===== src/hw/fpo_consts.svh =====
// offsets, field positions, reset values for the programmable flag offset block
`ifndef FPO_CONSTS_SVH
`define FPO_CONSTS_SVH

// ====================================================================
// register byte offsets
`define FPO_REG_STATUS 8'h00
`define FPO_REG_MASK 8'h04
`define FPO_REG_EMPTY_OFS 8'h08
`define FPO_REG_FULL_OFS 8'h0c
`define FPO_REG_SERIAL 8'h10
`define FPO_REG_CONFIG 8'h14

// ====================================================================
// field positions
`define FPO_ST_AE_BIT 0
`define FPO_ST_AF_BIT 1
`define FPO_CFG_SERIAL_BIT 0
`define FPO_CFG_SYNC_BIT 1
`define FPO_CFG_DEPTH_LSB 4
`define FPO_CFG_COUNT_LSB 8

// ====================================================================
// widths and reset values
`define FPO_OFS_W 16
`define FPO_CNT_W 17
`define FPO_SER_BITS 6'h20
`define FPO_DEPTH_LOG_BASE 9
`define FPO_MASK_RST 2'h0
`define FPO_OFS_RST 16'h007f

// ====================================================================
// default offsets
`define FPO_OFS_3 16'h0003
`define FPO_OFS_7 16'h0007
`define FPO_OFS_15 16'h000f
`define FPO_OFS_31 16'h001f
`define FPO_OFS_63 16'h003f
`define FPO_OFS_127 16'h007f
`define FPO_OFS_255 16'h00ff
`define FPO_OFS_511 16'h01ff
`define FPO_OFS_1023 16'h03ff
`define FPO_OFS_2047 16'h07ff
`define FPO_OFS_4095 16'h0fff
`define FPO_OFS_8191 16'h1fff
`define FPO_OFS_16383 16'h3fff

`endif


===== src/hw/fpo_pkg.sv =====
// types for the programmable flag offset block
package fpo_pkg;
    // depth group: 512 << depth_sel words
    typedef enum logic [2:0] {
        FPO_D512, FPO_D1K, FPO_D2K, FPO_D4K, FPO_D8K, FPO_D16K, FPO_D32K, FPO_D64K
    } fpo_depth_t;

    // settings caught during master reset
    typedef struct packed {
        logic serial_mode;
        logic sync_flags;
        fpo_depth_t depth;
    } fpo_cfg_t;

    // default offset select straps
    typedef struct packed {
        logic load;
        logic sel1;
        logic sel0;
    } fpo_strap_t;
endpackage


===== src/hw/fpo_default_offset.sv =====
// default flag offset decode from the straps and the depth group
`include "fpo_consts.svh"
module fpo_default_offset
    import fpo_pkg::*;
(
    // straps
    input wire fpo_strap_t strap,
    input wire fpo_depth_t depth,
    // decoded offset
    output logic [15:0] offset
);
    always_comb begin
        offset = `FPO_OFS_127;
        if (depth == FPO_D512 || depth == FPO_D1K) begin
            unique case (strap)
                3'b010: offset = `FPO_OFS_511;
                3'b001: offset = `FPO_OFS_255;
                3'b000: offset = `FPO_OFS_127;
                3'b011: offset = `FPO_OFS_63;
                3'b100: offset = `FPO_OFS_31;
                3'b110: offset = `FPO_OFS_15;
                3'b101: offset = `FPO_OFS_7;
                3'b111: offset = `FPO_OFS_3;
            endcase
        end else if (depth == FPO_D32K || depth == FPO_D64K) begin
            unique case (strap)
                3'b010: offset = `FPO_OFS_16383;
                3'b001: offset = `FPO_OFS_8191;
                3'b011: offset = `FPO_OFS_4095;
                3'b110: offset = `FPO_OFS_2047;
                3'b100: offset = `FPO_OFS_1023;
                3'b101: offset = `FPO_OFS_511;
                3'b111: offset = `FPO_OFS_255;
                3'b000: offset = `FPO_OFS_127;
            endcase
        end else begin
            unique case (strap)
                3'b100: offset = `FPO_OFS_1023;
                3'b010: offset = `FPO_OFS_511;
                3'b001: offset = `FPO_OFS_255;
                3'b000: offset = `FPO_OFS_127;
                3'b011: offset = `FPO_OFS_63;
                3'b110: offset = `FPO_OFS_31;
                3'b101: offset = `FPO_OFS_15;
                3'b111: offset = `FPO_OFS_7;
            endcase
        end
    end
endmodule // fpo_default_offset


===== src/hw/fpo_top.sv =====
// programmable almost-empty / almost-full offset and flag timing block
//
// The AHB-Lite interface to the registers and the address map were chosen for this implementation.
`include "fpo_consts.svh"
module fpo_top
    import fpo_pkg::*;
(
    // clock and reset
    input wire logic hclk,
    input wire logic hresetn,
    // ahb-lite slave
    input wire logic hsel,
    input wire logic [7:0] haddr,
    input wire logic [1:0] htrans,
    input wire logic hwrite,
    input wire logic [2:0] hsize,
    input wire logic [31:0] hwdata,
    input wire logic hready,
    output logic hreadyout,
    output logic hresp,
    output logic [31:0] hrdata,
    // fifo resets and straps
    input wire logic master_reset_n,
    input wire logic partial_reset_n,
    input wire logic offset_load_select,
    input wire logic default_offset_sel1,
    input wire logic default_offset_sel0,
    input wire logic flag_timing_select,
    input wire logic [2:0] depth_select,
    // write and read clock edge enables
    input wire logic wclk_rise,
    input wire logic write_en,
    input wire logic rclk_rise,
    input wire logic read_en,
    input wire logic offset_read,
    // flags and data
    output logic almost_empty_flag_n,
    output logic almost_full_flag_n,
    output logic [71:0] parallel_data_out,
    output logic irq
);
    // ================================================================
    // settings and count helpers
    function automatic logic [16:0] depth_words(input fpo_depth_t d);
        depth_words = 17'(17'h0_0001 << (`FPO_DEPTH_LOG_BASE + 32'(d)));
    endfunction

    function automatic logic ae_cond(input logic [16:0] cnt, input logic [15:0] n);
        ae_cond = cnt <= {1'b0, n};
    endfunction

    function automatic logic af_cond(input logic [16:0] cnt, input logic [15:0] m,
                                     input fpo_depth_t d);
        af_cond = (depth_words(d) - cnt) <= {1'b0, m};
    endfunction

    fpo_cfg_t cfg_q;
    fpo_strap_t strap;
    logic [15:0] default_ofs;
    logic [15:0] empty_ofs_q;
    logic [15:0] full_ofs_q;
    logic [31:0] ser_shift_q;
    logic [5:0] ser_cnt_q;
    logic [16:0] count_q;
    logic [16:0] count_d;
    logic do_wr;
    logic do_rd;
    logic rb_sel_q;
    logic [1:0] status_q;
    logic [1:0] mask_q;
    logic dp_wr_q;
    logic [7:0] dp_addr_q;
    logic ae_next;
    logic af_next;
    logic addr_ok;

    assign strap = '{load: offset_load_select, sel1: default_offset_sel1,
                     sel0: default_offset_sel0};

    fpo_default_offset u_default (
        .strap(strap),
        .depth(fpo_depth_t'(depth_select)),
        .offset(default_ofs)
    );

    // ================================================================
    // settings caught during master reset
    always_ff @(posedge hclk or negedge hresetn) begin
        if (!hresetn) begin
            cfg_q <= '0;
        end else if (!master_reset_n) begin
            cfg_q.serial_mode <= offset_load_select;
            cfg_q.sync_flags <= flag_timing_select;
            cfg_q.depth <= fpo_depth_t'(depth_select);
        end
    end

    // ================================================================
    // ahb-lite address and data phase
    assign addr_ok = hsel && hready && htrans[1];

    always_ff @(posedge hclk or negedge hresetn) begin
        if (!hresetn) begin
            dp_wr_q <= 1'b0;
            dp_addr_q <= 8'h00;
            hreadyout <= 1'b0;
            hresp <= 1'b0;
        end else begin
            dp_wr_q <= addr_ok && hwrite;
            dp_addr_q <= haddr;
            hreadyout <= 1'b1;
            hresp <= 1'b0;
        end
    end

    always_ff @(posedge hclk or negedge hresetn) begin
        if (!hresetn) begin
            hrdata <= 32'h0000_0000;
        end else if (addr_ok && !hwrite) begin
            unique case (haddr)
                `FPO_REG_STATUS: hrdata <= {30'h0000_0000, status_q};
                `FPO_REG_MASK: hrdata <= {30'h0000_0000, mask_q};
                `FPO_REG_SERIAL: hrdata <= {26'h000_0000, ser_cnt_q};
                `FPO_REG_CONFIG: hrdata <= {15'h0000, count_q} << `FPO_CFG_COUNT_LSB
                                           | {25'h000_0000, cfg_q.depth, 4'h0}
                                           | {30'h0000_0000, cfg_q.sync_flags,
                                              cfg_q.serial_mode};
                default: hrdata <= 32'h0000_0000;
            endcase
        end
    end

    // ================================================================
    // offset registers: defaults at master reset, then serial or parallel load
    always_ff @(posedge hclk or negedge hresetn) begin
        if (!hresetn) begin
            empty_ofs_q <= `FPO_OFS_RST;
            full_ofs_q <= `FPO_OFS_RST;
            ser_shift_q <= 32'h0000_0000;
            ser_cnt_q <= 6'h00;
        end else if (!master_reset_n) begin
            empty_ofs_q <= default_ofs;
            full_ofs_q <= default_ofs;
            ser_shift_q <= 32'h0000_0000;
            ser_cnt_q <= 6'h00;
        end else if (dp_wr_q) begin
            if (!cfg_q.serial_mode && dp_addr_q == `FPO_REG_EMPTY_OFS) begin
                empty_ofs_q <= hwdata[15:0];
            end
            if (!cfg_q.serial_mode && dp_addr_q == `FPO_REG_FULL_OFS) begin
                full_ofs_q <= hwdata[15:0];
            end
            if (cfg_q.serial_mode && dp_addr_q == `FPO_REG_SERIAL) begin
                if (ser_cnt_q == `FPO_SER_BITS - 6'h01) begin
                    empty_ofs_q <= ser_shift_q[30:15];
                    full_ofs_q <= {ser_shift_q[14:0], hwdata[0]};
                    ser_cnt_q <= 6'h00;
                end else begin
                    ser_cnt_q <= ser_cnt_q + 6'h01;
                end
                ser_shift_q <= {ser_shift_q[30:0], hwdata[0]};
            end
        end
    end

    // ================================================================
    // word count
    assign do_wr = wclk_rise && write_en && count_q != depth_words(cfg_q.depth);
    assign do_rd = rclk_rise && read_en && count_q != 17'h0_0000;
    assign count_d = count_q + 17'(do_wr) - 17'(do_rd);
    assign ae_next = ae_cond(count_d, empty_ofs_q);
    assign af_next = af_cond(count_d, full_ofs_q, cfg_q.depth);

    always_ff @(posedge hclk or negedge hresetn) begin
        if (!hresetn) begin
            count_q <= 17'h0_0000;
        end else if (!master_reset_n || !partial_reset_n) begin
            count_q <= 17'h0_0000;
        end else begin
            count_q <= count_d;
        end
    end

    // ================================================================
    // almost-empty flag
    always_ff @(posedge hclk or negedge hresetn) begin
        if (!hresetn) begin
            almost_empty_flag_n <= 1'b0;
        end else if (!master_reset_n || !partial_reset_n) begin
            almost_empty_flag_n <= 1'b0;
        end else if (cfg_q.sync_flags) begin
            if (rclk_rise) begin
                almost_empty_flag_n <= !ae_next;
            end
        end else if (rclk_rise && ae_next) begin
            almost_empty_flag_n <= 1'b0;
        end else if (wclk_rise && !ae_next) begin
            almost_empty_flag_n <= 1'b1;
        end
    end

    // ================================================================
    // almost-full flag
    always_ff @(posedge hclk or negedge hresetn) begin
        if (!hresetn) begin
            almost_full_flag_n <= 1'b1;
        end else if (!master_reset_n || !partial_reset_n) begin
            almost_full_flag_n <= 1'b1;
        end else if (cfg_q.sync_flags) begin
            if (wclk_rise) begin
                almost_full_flag_n <= !af_next;
            end
        end else if (wclk_rise && af_next) begin
            almost_full_flag_n <= 1'b0;
        end else if (rclk_rise && !af_next) begin
            almost_full_flag_n <= 1'b1;
        end
    end

    // ================================================================
    // offset readback on the parallel data output
    always_ff @(posedge hclk or negedge hresetn) begin
        if (!hresetn) begin
            parallel_data_out <= 72'h00_0000_0000_0000_0000;
            rb_sel_q <= 1'b0;
        end else if (!master_reset_n) begin
            parallel_data_out <= 72'h00_0000_0000_0000_0000;
            rb_sel_q <= 1'b0;
        end else if (rclk_rise && offset_read) begin
            parallel_data_out <= {56'h00_0000_0000_0000,
                                  rb_sel_q ? full_ofs_q : empty_ofs_q};
            rb_sel_q <= !rb_sel_q;
        end
    end

    // ================================================================
    // interrupts: flag assertion events, cleared by status read
    always_ff @(posedge hclk or negedge hresetn) begin
        if (!hresetn) begin
            status_q <= 2'h0;
        end else begin
            status_q <= (status_q & ~({2{addr_ok && !hwrite && haddr == `FPO_REG_STATUS}}))
                        | {almost_full_flag_n && !almost_full_flag_n_nx(),
                           almost_empty_flag_n && !almost_empty_flag_n_nx()};
        end
    end

    function automatic logic almost_full_flag_n_nx();
        if (!master_reset_n || !partial_reset_n) begin
            almost_full_flag_n_nx = 1'b1;
        end else if (cfg_q.sync_flags) begin
            almost_full_flag_n_nx = wclk_rise ? !af_next : almost_full_flag_n;
        end else if (wclk_rise && af_next) begin
            almost_full_flag_n_nx = 1'b0;
        end else begin
            almost_full_flag_n_nx = almost_full_flag_n;
        end
    endfunction

    function automatic logic almost_empty_flag_n_nx();
        if (!master_reset_n || !partial_reset_n) begin
            almost_empty_flag_n_nx = 1'b0;
        end else if (cfg_q.sync_flags) begin
            almost_empty_flag_n_nx = rclk_rise ? !ae_next : almost_empty_flag_n;
        end else if (rclk_rise && ae_next) begin
            almost_empty_flag_n_nx = 1'b0;
        end else begin
            almost_empty_flag_n_nx = almost_empty_flag_n;
        end
    endfunction

    always_ff @(posedge hclk or negedge hresetn) begin
        if (!hresetn) begin
            mask_q <= `FPO_MASK_RST;
        end else if (dp_wr_q && dp_addr_q == `FPO_REG_MASK) begin
            mask_q <= hwdata[1:0];
        end
    end

    always_ff @(posedge hclk or negedge hresetn) begin
        if (!hresetn) begin
            irq <= 1'b0;
        end else begin
            irq <= |(status_q & mask_q);
        end
    end
endmodule // fpo_top


===== config.mk =====
export PLATFORM = sky130hd
export DESIGN_NAME = fpo_top
export DESIGN_NICKNAME = d
export VERILOG_FILES = /design/src/hw/fpo_pkg.sv /design/src/hw/fpo_default_offset.sv /design/src/hw/fpo_top.sv
export VERILOG_INCLUDE_DIRS = /design/src /design/src/hw
export SDC_FILE = /design/constraint.sdc
export NUM_CORES = 1
export LEC_CHECK = 0
export ABC_AREA = 1
export BUFFER_PORTS_ARGS = -buffer_cell sky130_fd_sc_hd__buf_2
export CAP_MARGIN = 20
export CORE_ASPECT_RATIO = 0.6
export CORE_MARGIN = 4
export CORE_UTILIZATION = 58
export DETAILED_ROUTE_END_ITERATION = 8
export GPL_TIMING_DRIVEN = 0
export HOLD_SLACK_MARGIN = 0.05
export PLACE_DENSITY = 0.82
export REMOVE_ABC_BUFFERS = 1
export SYNTH_ARGS = -nofsm -noshare
export SYNTH_HDL_FRONTEND = slang
export SYNTH_SLANG_ARGS = --single-unit

===== constraint.sdc =====
create_clock -name hclk -period 6.6 [get_ports hclk]
set_clock_uncertainty 0.2 [all_clocks]
set_input_delay 0.66 -clock hclk [delete_from_list [all_inputs] [get_ports hclk]]
set_output_delay 0.66 -clock hclk [all_outputs]
set_load 0.1 [all_outputs]

-- Word level (Yosys, flattened, before mapping)
Memory sizes are Yosys's and may differ from the RTL's.
Cells that the tools add are included.
- register bits after elaboration: 213
- word-level logic and storage cells: 132
- memory bits (read-only): 168
- output and inout port bits: 109
- bits of input ports: 64
- memories: 3
- memories (memory ; depth ; width ; rd ports ; clocked after Yosys merged registers in ; wr ports ; RTL line ; text):
    (no name shown) ; 8 ; 7 ; 1 ; 0 ; 0 ; fpo_default_offset.sv:15 ; unique case (strap)
    (no name shown) ; 8 ; 7 ; 1 ; 0 ; 0 ; fpo_default_offset.sv:26 ; unique case (strap)
    (no name shown) ; 8 ; 7 ; 1 ; 0 ; 0 ; fpo_default_offset.sv:37 ; unique case (strap)
- muxes and demuxes: 42
- shift operators: 1
- eq/ne operators: 15
- bitwise gates (word level): 6
- order comparisons: 2
- $add $sub $neg: 5
- reductions and logical operators: 39
- operators with widths (kind ; count):
    $mux W16 ; 13
    $mux W72 ; 2
    $pmux W25 S4 ; 1
    $mux W31 ; 3
    $le A17 B16 Y1 ; 2
    $or A25 B2 Y25 ; 1
    $or A25 B7 Y25 ; 1
    $eq A8 B5 Y1 const B ; 3
    $mux W6 ; 4
    $logic_and A1 B1 Y1 ; 20
    $mux W1 ; 18
    $add A17 B1 Y17 ; 1
    $mux W17 ; 1
    $ne A17 B17 Y1 ; 1
    $reduce_bool A17 Y1 ; 1
    $shl A1 B5 Y17 const A ; 1
    $sub A17 B1 Y17 ; 1
    $sub A17 B17 Y17 ; 1
    $eq A8 B3 Y1 const B ; 2
    $eq A8 B4 Y1 const B ; 2
    $logic_not A1 Y1 ; 9
    $logic_not A8 Y1 ; 1
    $reduce_bool A4 Y1 ; 2
    $add A6 B1 Y6 const B ; 1
    12 further kinds ; 18

-- Depth between registers and ports, before layout
- depth in word-level cells: 15
- mapped depth: 48
- mapped depth without buffers: 48

-- Cells and area by module
From an unflattened synthesis, not the netlist that was laid out.
- cell total of the unflattened synthesis: 1344
- area, all modules: 10312.4 um2
- modules (own cells, without submodules) (module ; times used ; area an instance (um2) ; seq. area each (um2) ; cells an instance):
    fpo_top ; 1 ; 9970.8 ; 3747.3 ; 1289
    fpo_default_offset ; 1 ; 341.6 ; 0.0 ; 55

-- Worst setup path after synthesis
OpenSTA, ideal clock, no wires.
- path type: reg2reg
- from: register cfg_q[0] in the netlist's numbering
- to: register almost_full_flag_n
- library setup time: 77 ps
- arrival: 5644 ps
- setup slack: 678 ps
- data required time: 6323 ps
- stages on the path, launching flop included: 46
- cell sequence: dfrtp_1 nand2_1 inv_1 ha_1 nor2_1 inv_1 nor3_1 o22ai_1 a2111oi_0 nand3_1 nand3_1 ha_1 inv_1 ha_1 fa_1 nand2_1 nand3_2 nand2_1 [... 10 more ...] o21ai_0 a21oi_1 xnor2_1 ha_1 nand2_1 nor2_1 a211oi_1 nand2_1 nand2_1 nand2_1 nand2_1 nand2_1 nand2_1 nand4_2 nand2_1 nand2_1 nand2_1 nand2_1
- cells in the longest elaborated chain, start to end: 12
- elaborated cells between the ends (all ways): 16
- those cells by class: 4 x add/sub; 1 x order compare; 1 x eq/ne; 1 x shift; 4 x mux; 5 x reduce/logical
- RTL lines (what ; RTL line ; text):
    from (decl) ; fpo_top.sv:57 ; fpo_cfg_t cfg_q;
    $add A4 B3 Y5 (no source line) * ; n/a ;
    $shl A1 B5 Y17 * ; fpo_top.sv:45 ; depth_words = 17'(17'h0_0001 << (`FPO_DEPTH_LOG_BASE + 32'(d)));
    $ne A17 B17 Y1 ; fpo_top.sv:168 ; assign do_wr = wclk_rise && write_en && count_q != depth_words(cfg_q.depth);
    $logic_and A1 B1 Y1 ; fpo_top.sv:168 ;
    $add A17 B1 Y17 ; fpo_top.sv:170 ; assign count_d = count_q + 17'(do_wr) - 17'(do_rd);
    $sub A17 B1 Y17 ; fpo_top.sv:170 ;
    $sub A17 B17 Y17 * ; fpo_top.sv:54 ; af_cond = (depth_words(d) - cnt) <= {1'b0, m};
    $le A17 B16 Y1 * ; fpo_top.sv:54 ;
    $logic_and A1 B1 Y1 / $logic_not A1 Y1 (equally long branches) ; fpo_top.sv:213, fpo_top.sv:211, fpo_top.sv:215 ;
    $mux W1, on equally long branches ; n/a ;
    $mux W1 ; fpo_top.sv:209 ; end else if (cfg_q.sync_flags) begin
    $mux W1 ; fpo_top.sv:207 ; end else if (!master_reset_n || !partial_reset_n) begin
    to (signal assigned) ; fpo_top.sv:211 ; almost_full_flag_n <= !af_next;
    to (decl) ; fpo_top.sv:38 ; output logic almost_full_flag_n,
Mark *: on every way between the ends. The rest lies on a longest branch, timed or not.
A chain may end at the register's enable or synchronous reset.

-- Final worst setup path
- from: register cfg_q[1] in the netlist's numbering
- to: register almost_full_flag_n
Same word-level chain as after synthesis.

==> out/qor.txt <==
max-slew violations = 0
data arrival time of the worst path = 6790 ps
number of global-route vias before repair = 8,635
DP Cell Count = 1,584
Total Routed Length = 29,600 um
Critical Path Start Type = flop
synthesis-stage register bit count = 149
final net count = 1,535
Tot GR Track Use = 29.1%
Async S/R FF share, synth = 100%
Final TNS setup = -33.5 ps
Overflow after GRT = 0
# Max-Cap Violations = 0
Clock Sinks = 149
met2 Resource Use GR = 41.3%
Finished Layout Cells = 1,643
DR iter-0 viols = 1,217
largest net degree at the start of global routing = 85
n_diodes = 0
Area growth syn-to-layout = 17.6%
Post-DRT Antenna Nets = 0
Reg area = 3750 um2
Clock Root Buffer = clkbuf_16
Finished Cell Area = 11,800 um2
met1 Usage GRT = 44.0%
Syn Inst Count = 1,294
worst hold margin = 22.7 ps
DR pass1 iterations = 6
Top-Level Pins = 173
most common cell after layout, fill and taps aside = nand2_1
area of the multi-input gates = 5780 um2
Via-to-Cell Ratio = 5.72
Port Buffers = 87
placed instance area = 10,500 um2
Yosys warnings = 0
Seq/Total Area, Yosys = 37.2%
peak fanout along the critical path = 5
Rows = 37
worst min path class = input port to async pin
Distinct cells, synth = 58
RSZ-0062 raised after global routing = true
wire length per cell = 18.0 um
clk_lat worst skew = 430 ps
average size of a mapped cell = 7.79 um2
Remaining DRCs = 0
number of synthesized flops with an enable pin = 0
Synth Cell Area = 10,100 um2
Pwr Density = 623 nW/um2
failing checks = setup timing
busiest grt layer = met1
DIE AREA = 19,600 um2
Slowest cell on crit path = dfrtp_1
FMAX = 151 MHz
outcome = finished with violations
number of H-tree levels = 4
maximum clock path buffer count = 2
Final WS setup = -30.3 ps
Reg clk slew, reported paths = 70 ps
clock buffer count from CTS = 17
antenna violations before repair = 0
CTS tree = done
global-route wire length before repair = 44,800 um
GPL Wtd Cong = 0.927
Die X = 178 um
worst-margin pin slew = 1130 ps
placeable core area = 17,100 um2
peak supply drop = 0.000382 V
worst setup path category = flop to flop
Crit path top cell by count = nand2_2
Lkg Pwr = 6.02 nW
layout cells sized above 1 = 20.2%
met3 usage = 6.75%
Period Utilization, post-route = 100%
Final Setup Violations = 2
Slew HR = 24.2%
Starting Density = 59.0%
Final Critical Period = 6630 ps
required time of the critical path = 6760 ps
DP Wirelength = 20,700 um
final hold violation count = 0
slowest cell delay on critical path = 400 ps
Worst Setup End Kind = flop
most frequent cells in the layout = nand2_1 (234), inv_1 (168), dfrtp_1 (134)
via count = 9,403
predominant post-synthesis flop cell = dfrtp_1
fill count = 1,310
Die Y = 110 um
cell usage after synthesis (6+ instances only):
| cell | instances | area share [%] |
|---|---|---|
| a21oi_1 | 52 | 2.6 |
| a22oi_1 | 19 | 1.4 |
| buf_4 | 65 | 4.8 |
| clkbuf_1 | 34 | 1.3 |
| dfrtp_1 | 134 | 33 |
| dfstp_2 | 15 | 3.9 |
| ha_1 | 73 | 9.1 |
| inv_1 | 178 | 6.6 |
| nand2_1 | 253 | 9.4 |
| nand2_2 | 9 | 0.56 |
| nand3_1 | 62 | 3.1 |
| nand4_1 | 20 | 1.2 |
| nor2_1 | 91 | 3.4 |
| nor3_1 | 14 | 0.70 |
| o211ai_1 | 23 | 1.7 |
| o21ai_0 | 102 | 5.1 |
| o221ai_1 | 6 | 0.52 |
| o22ai_1 | 10 | 0.62 |
| o31ai_1 | 23 | 1.7 |
| xnor2_1 | 7 | 0.61 |
| xor2_1 | 23 | 2.0 |
kinds of logic after synthesis:
kind of cell | share of synthesized area (%)
adder cells (fa/ha/maj) | 9.46
flip-flops | 37.2
XOR/XNOR | 2.99
multiplexers | 0.0993
buffers and inverters | 13.2
other | 0.0745
AND/OR/NAND/NOR | 20.0
AO/OA/AOI/OAI | 17.0
worst paths after layout:
path | cells after the start | to | slack, ps | start
max | 42 | almost_full_flag_n$_DFFE_PN1P_ | -30 | cfg_q[1]$_DFFE_PN0N_
min | 1 | parallel_data_out[10]$_DFFE_PN0P_ | 20 | hresetn
max reg2reg | 42 | almost_full_flag_n$_DFFE_PN1P_ | -30 | cfg_q[1]$_DFFE_PN0N_
min reg2reg | 2 | hrdata[9]$_DFFE_PN0P_ | 280 | hrdata[9]$_DFFE_PN0P_
max in group asynchronous | 2 | almost_full_flag_n$_DFFE_PN1P_ | 5280 | hresetn
min in group hclk | 1 | dp_addr_q[0]$_DFF_PN0_ | 150 | haddr[0]
timing repair:
| item | CTS | global route |
|---|---|---|
| buffers inserted | 7 | 19 |
| pin swaps | 13 | 55 |
| gates cloned | 0 | 0 |
| endpoints found under the setup margin | 2 | 2 |
| gates resized for setup | 31 | 79 |
| hold buffers | 0 | 0 |
final cells by class:
type	instances	share of cell area (%)
timing repair buffer	117	6.07
clock inverter	15	1.58
multi-input combinational	927	48.8
inverter	184	5.85
sequential	149	31.6
tap	234	2.47
clock buffer	17	3.59
report_power, final:
part           switching (W)  leakage, nW  internal (W)
clock network       0.000456        0.304      0.000577
registers          0.0000675         1.93      0.000997
logic                0.00326         3.79       0.00202
total                0.00378         6.02       0.00360
worst max-delay path: cells and delay by family, from the launching register on:
family / cells / cell delay, ps
AOI/OAI and AO/OA: 6 / 1230
xor gates and xnor gates: 2 / 490
adders and majority gates: 6 / 1490
buffers and inverters: 5 / 360
DFF: 1 / 400
and+or+nand+nor: 23 / 2390
sequential cells by signal, indices dropped and copies added (netlist names), 5 cells and up:
name	cells
count_q	17
ser_shift_q	31
empty_ofs_q	16
dp_addr_q	8
cfg_q	5
ser_cnt_q	6
hrdata	24
parallel_data_out	16
full_ofs_q	16
per-layer routing:
layer  wire (um)  vias to the layer above  part of all wire [%]
li1            -                     4389                     -
met1       13000                     4373                    44
met2       12800                      583                    43
met3        3260                       58                    11
met4         554                        0                   1.9
met5           0                        -                     0
through the flow:
step	utilization, %	setup WS (ps)	total power, W
6_report	69.4	-30.3	0.00738
3_5_place_dp	61.5	-680	0.00497
2_1_floorplan	-	677	0.00404
5_1_grt	69.4	-328	0.00790
3_3_place_gp	61.1	-581	0.00483
4_1_cts	66.3	1.08	0.00632
Note: power is estimated with default switching activity, not from simulation.
